--- src/common/por_timer_pkg.sv ---
// Constants and carriers for the output power-on reset timer
//**********************************************************************
// Notes on behaviour
// - Pull reset flag low while output unregulated
// - Hold flag low at power-up and wake
// - Start count when output within five percent
// - Release flag after 65536 counted clock cycles
// - Reassert after 7.5 percent droop lasting thirty microseconds
// - Shutdown forces flag low regardless of output
// - Flag driver stays active during shutdown
// - Each controller enabled by its own run input
// - Low-battery output disabled during shutdown
//**********************************************************************
package por_timer_pkg;

	localparam int unsigned CLK_FREQ_HZ   = 25_000_000;       // Reference clock rate
	localparam int unsigned DELAY_CYCLES  = 65536;            // Release delay count
	localparam int unsigned CNT_W         = 17;               // Delay counter width
	localparam int unsigned DROOP_TIME_NS = 30_000;           // Droop filter time
	localparam int unsigned CLK_PERIOD_NS = 1_000_000_000 / CLK_FREQ_HZ;
	localparam int unsigned DROOP_CYCLES  = DROOP_TIME_NS / CLK_PERIOD_NS; // Rounded down
	localparam int unsigned DROOP_W       = 10;               // Droop counter width

	// Synchronised comparator and run inputs
	typedef struct packed {
		logic run_one;      // Run input one above enable level
		logic run_two;      // Run input two above enable level
		logic out_start;    // Output above start threshold
		logic out_droop;    // Output below droop threshold
		logic low_batt;     // Raw low-battery comparator trip
	} sense_s;

	// Timer state
	typedef enum logic [2:0] {
		ST_HOLD  = 3'b001,  // Flag held low, counter idle
		ST_COUNT = 3'b010,  // Counting towards release
		ST_READY = 3'b100   // Flag released
	} por_state_e;

endpackage : por_timer_pkg

--- src/verilog/output_power_on_reset_timer.sv ---
// Power-on reset timer for the second regulator output
`timescale 1ns/1ps
module output_power_on_reset_timer
	import por_timer_pkg::*;
#(
	parameter int unsigned P_DELAY_CYCLES = DELAY_CYCLES  // Release delay, shorten in sim
)
(
	input  wire logic i_ref_clk,           // Internal oscillator clock
	input  wire logic i_rst_n,             // Supply-present reset, active low
	input  wire logic i_run_softstart_one, // Run input one above 1.3V
	input  wire logic i_run_softstart_two, // Run input two above 1.3V
	input  wire logic i_out_start_ok,      // Output within five percent
	input  wire logic i_out_droop,         // Output more than 7.5 percent low
	input  wire logic i_low_batt_trip,     // Low-battery comparator raw trip
	input  wire logic i_reset_flag_output, // Level seen on the flag pin
	output logic      o_reset_flag_output, // Flag pin output value, always low
	output logic      o_reset_flag_oe,     // Flag pull-down enable
	output logic      o_ctrl_one_en,       // Controller one enable
	output logic      o_ctrl_two_en,       // Controller two enable
	output logic      o_low_batt_n         // Low-battery pull-down enable, active high
);

	//******************************************************************
	// Input synchronisation
	//******************************************************************
	sense_s sense;                         // Synchronised inputs
	logic   shutdown;                      // Both run inputs low
	logic   pin_sync;                      // Flag pin level, synchronised

	sync_2ff u_sync_run1 (.i_ref_clk(i_ref_clk), .i_rst_n(i_rst_n),
		.i_async(i_run_softstart_one), .o_sync(sense.run_one));
	sync_2ff u_sync_run2 (.i_ref_clk(i_ref_clk), .i_rst_n(i_rst_n),
		.i_async(i_run_softstart_two), .o_sync(sense.run_two));
	sync_2ff u_sync_start (.i_ref_clk(i_ref_clk), .i_rst_n(i_rst_n),
		.i_async(i_out_start_ok), .o_sync(sense.out_start));
	sync_2ff u_sync_droop (.i_ref_clk(i_ref_clk), .i_rst_n(i_rst_n),
		.i_async(i_out_droop), .o_sync(sense.out_droop));
	sync_2ff u_sync_lbat (.i_ref_clk(i_ref_clk), .i_rst_n(i_rst_n),
		.i_async(i_low_batt_trip), .o_sync(sense.low_batt));
	sync_2ff u_sync_pin (.i_ref_clk(i_ref_clk), .i_rst_n(i_rst_n),
		.i_async(i_reset_flag_output), .o_sync(pin_sync));

	// Shutdown when neither controller runs
	assign shutdown = !sense.run_one && !sense.run_two;

	//******************************************************************
	// Controller enables and low-battery gating
	//******************************************************************
	// Each controller follows only its own run input
	always_ff @(posedge i_ref_clk or negedge i_rst_n)
	begin
		if (!i_rst_n)
		begin
			o_ctrl_one_en <= 1'b0;
			o_ctrl_two_en <= 1'b0;
		end
		else
		begin
			o_ctrl_one_en <= sense.run_one;
			o_ctrl_two_en <= sense.run_two;
		end
	end

	// Low-battery output released in shutdown
	always_ff @(posedge i_ref_clk or negedge i_rst_n)
	begin
		if (!i_rst_n)
			o_low_batt_n <= 1'b0;
		else
			o_low_batt_n <= sense.low_batt && !shutdown;
	end

	//******************************************************************
	// Droop filter
	//******************************************************************
	logic [DROOP_W-1:0] droop_cnt;         // Cycles of continuous droop
	logic               droop_fault;       // Droop lasted long enough

	// Count consecutive droop cycles, saturate at limit
	always_ff @(posedge i_ref_clk or negedge i_rst_n)
	begin
		if (!i_rst_n)
			droop_cnt <= '0;
		else if (!sense.out_droop)
			droop_cnt <= '0;
		else if (droop_cnt != DROOP_W'(DROOP_CYCLES))
			droop_cnt <= droop_cnt + DROOP_W'(1);
	end

	assign droop_fault = (droop_cnt == DROOP_W'(DROOP_CYCLES));

	//******************************************************************
	// Release sequencer
	//******************************************************************
	por_state_e       state;               // Sequencer state
	por_state_e       next_state;          // Next sequencer state
	logic [CNT_W-1:0] delay_cnt;           // Release delay counter
	logic             count_done;          // Delay reached

	assign count_done = (delay_cnt == CNT_W'(P_DELAY_CYCLES - 1));

	// Next-state selection
	always_comb
	begin
		next_state = state;
		case (state)
			ST_HOLD:
			begin
				if (!shutdown && sense.out_start)
					next_state = ST_COUNT;
			end
			ST_COUNT:
			begin
				if (shutdown || !sense.out_start)
					next_state = ST_HOLD;
				else if (count_done)
					next_state = ST_READY;
			end
			ST_READY:
			begin
				if (shutdown || droop_fault)
					next_state = ST_HOLD;
			end
			default:
				next_state = ST_HOLD;
		endcase
	end

	// State register; reset is the power-up hold
	always_ff @(posedge i_ref_clk or negedge i_rst_n)
	begin
		if (!i_rst_n)
			state <= ST_HOLD;
		else
			state <= next_state;
	end

	// Delay counter, cleared outside counting
	always_ff @(posedge i_ref_clk or negedge i_rst_n)
	begin
		if (!i_rst_n)
			delay_cnt <= '0;
		else if (state == ST_COUNT && next_state == ST_COUNT)
			delay_cnt <= delay_cnt + CNT_W'(1);
		else
			delay_cnt <= '0;
	end

	//******************************************************************
	// Open-drain flag driver
	//******************************************************************
	// Pull-down on unless released; runs in shutdown too
	always_ff @(posedge i_ref_clk or negedge i_rst_n)
	begin
		if (!i_rst_n)
			o_reset_flag_oe <= 1'b1;
		else
			o_reset_flag_oe <= (next_state != ST_READY);
	end

	assign o_reset_flag_output = 1'b0;              // Open drain drives low only

	//******************************************************************
	// Assertions
	//******************************************************************
	property p_hold_pulls;
		@(posedge i_ref_clk) disable iff (!i_rst_n)
		(state == ST_HOLD) |-> o_reset_flag_oe;
	endproperty
	a_hold_pulls: assert property (p_hold_pulls)
		else $error("flag released while holding");

	property p_shutdown_low;
		@(posedge i_ref_clk) disable iff (!i_rst_n)
		shutdown |=> o_reset_flag_oe;
	endproperty
	a_shutdown_low: assert property (p_shutdown_low)
		else $error("flag not forced low in shutdown");

	property p_start_count;
		@(posedge i_ref_clk) disable iff (!i_rst_n)
		(state == ST_HOLD && !shutdown && sense.out_start) |=> (state == ST_COUNT);
	endproperty
	a_start_count: assert property (p_start_count)
		else $error("count did not start");

	property p_release;
		@(posedge i_ref_clk) disable iff (!i_rst_n)
		(state == ST_COUNT && count_done && !shutdown && sense.out_start)
			|=> (state == ST_READY && !o_reset_flag_oe);
	endproperty
	a_release: assert property (p_release)
		else $error("flag not released at count end");

	property p_no_early;
		@(posedge i_ref_clk) disable iff (!i_rst_n)
		$rose(state == ST_READY) |-> $past(count_done);
	endproperty
	a_no_early: assert property (p_no_early)
		else $error("released before full count");

	property p_droop;
		@(posedge i_ref_clk) disable iff (!i_rst_n)
		(state == ST_READY && droop_fault) |=> o_reset_flag_oe;
	endproperty
	a_droop: assert property (p_droop)
		else $error("droop did not reassert flag");

	property p_short_droop;
		@(posedge i_ref_clk) disable iff (!i_rst_n)
		(state == ST_READY && !shutdown && sense.out_droop && droop_cnt == '0)
			|=> !o_reset_flag_oe;
	endproperty
	a_short_droop: assert property (p_short_droop)
		else $error("short droop reasserted flag");

	property p_abort;
		@(posedge i_ref_clk) disable iff (!i_rst_n)
		(state == ST_COUNT && !sense.out_start) |=> (delay_cnt == '0 && o_reset_flag_oe);
	endproperty
	a_abort: assert property (p_abort)
		else $error("counter not cleared on early drop");

	property p_lbat;
		@(posedge i_ref_clk) disable iff (!i_rst_n)
		shutdown |=> !o_low_batt_n;
	endproperty
	a_lbat: assert property (p_lbat)
		else $error("low-battery active in shutdown");

	property p_enable;
		@(posedge i_ref_clk) disable iff (!i_rst_n)
		1'b1 |=> (o_ctrl_one_en == $past(sense.run_one) && o_ctrl_two_en == $past(sense.run_two));
	endproperty
	a_enable: assert property (p_enable)
		else $error("controller enable mismatch");

	c_release: cover property (@(posedge i_ref_clk) disable iff (!i_rst_n)
		$rose(state == ST_READY));
	c_droop: cover property (@(posedge i_ref_clk) disable iff (!i_rst_n)
		state == ST_READY && droop_fault);
	c_abort: cover property (@(posedge i_ref_clk) disable iff (!i_rst_n)
		state == ST_COUNT && !sense.out_start);
	c_pin_low: cover property (@(posedge i_ref_clk) disable iff (!i_rst_n)
		state == ST_READY && !pin_sync);

endmodule : output_power_on_reset_timer

--- src/verilog/sync_2ff.sv ---
// Two-flop synchroniser, one bit
`timescale 1ns/1ps
module sync_2ff
(
	input  wire logic i_ref_clk,   // Reference clock
	input  wire logic i_rst_n,     // Asynchronous reset, active low
	input  wire logic i_async,     // Asynchronous level
	output logic      o_sync       // Synchronised level
);
	logic stage1;                  // First stage, read only by second

	// Two-stage capture
	always_ff @(posedge i_ref_clk or negedge i_rst_n)
	begin
		if (!i_rst_n)
		begin
			stage1 <= 1'b0;
			o_sync <= 1'b0;
		end
		else
		begin
			stage1 <= i_async;
			o_sync <= stage1;
		end
	end
endmodule : sync_2ff

--- config.mk ---
export PLATFORM = sky130hd
export DESIGN_NAME = output_power_on_reset_timer
export DESIGN_NICKNAME = d
export VERILOG_FILES = /design/src/common/por_timer_pkg.sv /design/src/verilog/output_power_on_reset_timer.sv /design/src/verilog/sync_2ff.sv
export SDC_FILE = /design/constraint.sdc
export NUM_CORES = 1
export LEC_CHECK = 0
export BUFFER_PORTS_ARGS = -buffer_cell sky130_fd_sc_hd__buf_2
export CAP_MARGIN = 20
export CORE_MARGIN = 5
export CORE_UTILIZATION = 53
export DETAILED_ROUTE_END_ITERATION = 10
export PLACE_DENSITY = 0.79
export SETUP_SLACK_MARGIN = 0.5
export SLEW_MARGIN = 20
export SYNTH_ARGS = -nofsm -noshare
export SYNTH_HDL_FRONTEND = slang
export SYNTH_HIERARCHICAL = 1
export SYNTH_SLANG_ARGS = --single-unit
--- constraint.sdc ---
create_clock -name i_ref_clk -period 2.5 [get_ports i_ref_clk]
set_clock_uncertainty 0.2 [all_clocks]
set_input_delay 0.5 -clock i_ref_clk [delete_from_list [all_inputs] [get_ports i_ref_clk]]
set_output_delay 0.5 -clock i_ref_clk [all_outputs]
set_load 0.02 [all_outputs]
==> out/results.ini <==
[synth]
synth_top_family_by_area=simple AND/OR/NAND/NOR gates
synth.distinct_cells=32
synth_ff_type=dfrtp_1
synth-edff-count=0
synth_compound_area_share_pct=5.20
yosys.area_share.adder_pct=2.70
syn_area_um2=1850
syn-mean-instance-area_um2=10.6
synth_nets=186
synth_mux_area_share_pct=0.541
ys_ff_latch=44
synth_xor_xnor_area_share_pct=7.09
async_flop_share_pct=100
yosys.area_share.simple_pct=21.8
yosys_warnings=6
syn_inst=174
synth.yosys.seq_area_share_pct=59.6

[grt]
grt_max_degree=29
grtUsageTotal_pct=15.9
grt_antenna_before_repair=0
grt_pass1_wl_um=6080
overflow=0
grt_pass1_vias=1373

[clock_network]
clockBufferDepth=2
clk_latency_ns=0.35
htree_levels=2
clkSinkCount=44
cts_buffers=5
cts_root_buf=clkbuf_4
cts_tree=done
clk_pin_slew_worst_paths_ns=0.12

[layout]
reg_top3=delay_cnt (17), droop_cnt (10), state (3)
finalInstanceArea_um2=2150
mostFrequentLayoutCells=dfrtp_1 (42), nor2_1 (27), xnor2_1 (12), buf_2 (11), buf_4 (10)
final_common_cell=dfrtp_1
multi_input_area_um2=749
largest_register_ffs=17
diodes=0
post-route-util_pct=64.0
fin_cells=247
drive_above_1_share_pct=22.9
fillers=279
fin_nets=213
ff_latch_area_um2=1100
area_delta_synth_final_pct=16.3
largest-register=delay_cnt

[worst_setup_path]
required_ns=2.58
crit_type=register to register
critical_path.max_fanout=5
cp-end-kind=register
worst_setup_path_start_kind=register
cp.arrival_ns=2.23

[placement]
dp_hpwl_um=2360
io_buffers=10
place_ws_ns=0.263
dp_cells=231
place_area_um2=2000
place_congestion=0.764

[die]
ioPinCount=13
core-area_um2=3360
die_h_um=69.1
start_util_pct=55.1
num_rows=21
die_w_um=69.1
dieArea_um2=4780

[sta]
worstMarginPinSlew_ns=0.584
relSlewSlack_pct=61.1
setup_tns_ns=0
hold_ws_ns=0.0435
final-setup-viol-count=0
period_minus_slack_ns=2.15
period_share_pct=86.0
maxSlewViolCount=0
max_freq_mhz=465
postLayoutSetupSlackWorst_ns=0.349
hold_viol=0
rsz0062_at_grt=yes

[routing]
wl_um=3500
vias=1319
wl_per_cell_um=14.2
drcViolationCount=0
firstDrtPassIters=4
ant_nets=0
dr.first_iter.drc_count=52
via_per_inst=5.34

[power_and_ir_drop]
power_mw=1.11
powerDensity_nw_per_um2=516
ir_worst_vdd_v=0.000455
p_leak_nw=0.883

[min_path]
hold_path.class=primary input to register

[outcome]
status=finished, final reports clean

[run]
cap_violations=0

## synth_stat cells (all sizes together) (2+ instances only)
library cell	number	area share, %
dfstp	2	2.8
dfrtp	42	57
and3	2	0.68
clkbuf	3	0.61
nand3	9	2.7
xor2	3	1.4
o21ai	6	1.6
nor2	29	5.9
nor3	3	0.81
ha	4	2.7
nand2	8	1.6
nand4	5	1.7
nand2b	5	1.7
inv	9	1.8
nor4	5	1.7
a21oi	6	1.6
nor2b	2	0.68
or3	6	2.0
xnor2	12	5.7
a31oi	2	0.68
## final timing paths
path | startpoint | endpoint | slack, ns | cells after the start
worst max-delay path | delay_cnt[1]$_DFF_PN0_ | delay_cnt[15]$_DFF_PN0_ | 0.35 | 9
worst min-delay path | i_out_droop | u_sync_droop/stage1$_DFF_PN0_ | 0.04 | 1
worst max register to register | delay_cnt[1]$_DFF_PN0_ | delay_cnt[15]$_DFF_PN0_ | 0.35 | 9
worst min register to register | u_sync_droop/stage1$_DFF_PN0_ | u_sync_droop/o_sync$_DFF_PN0_ | 0.16 | 0
max in group asynchronous | i_rst_n | delay_cnt[11]$_DFF_PN0_ | 1.08 | 3
min in group asynchronous | i_rst_n | droop_cnt[4]$_DFFE_PN0P_ | 0.46 | 2
## worst max-delay path, cell delays in order (launching register included)
cell      delay (ns)
dfrtp_1         0.41
ha_2            0.20
nand4_1         0.12
nor3_2          0.07
and3_1          0.15
ha_2            0.19
nand2b_4        0.13
or3_4           0.36
buf_6           0.15
a21oi_2         0.11
## kinds of logic (layout without fill, tap and decap cells)
family | after synthesis | after routing
other | 1 | 1
muxes | 1 | 1
buffers and inverters | 13 | 40
adders and majority gates | 4 | 4
DFF | 44 | 44
xor gates and xnor gates | 15 | 15
AOI/OAI and AO/OA | 17 | 17
and+or+nand+nor | 79 | 79
## metal layers
layer	share of wire, %	wire length (um)	track usage [%]
met1	39	1380	17.2
met2	55	1930	28.5
met3	2.6	91	3.63
met4	2.9	102	8.46
met5	0	0	0
## power breakdown
part / internal [mW] / switching, mW
Clock: 0.104 / 0.208
Sequential: 0.731 / 0.0107
Combinational: 0.0206 / 0.0366
Total: 0.855 / 0.256
## layout make-up
cell class	instances	area share [%]
sequential	44	51.2
multi-input combinational	117	34.8
timing repair buffer	24	7.55
tap	46	2.67
clock buffer	6	1.92
inverter	9	1.57
clock inverter	1	0.232
## timing repair
item                       in CTS  in global routing
setup endpoints to repair      17                 18
setup buffers                   5                  2
gates cloned                    1                  0
hold buffers                    1                  0
pin swaps                       6                  3
hold endpoints to repair       24                  0
resized for setup              10                  1
Power figures use the tool's default switching activity.
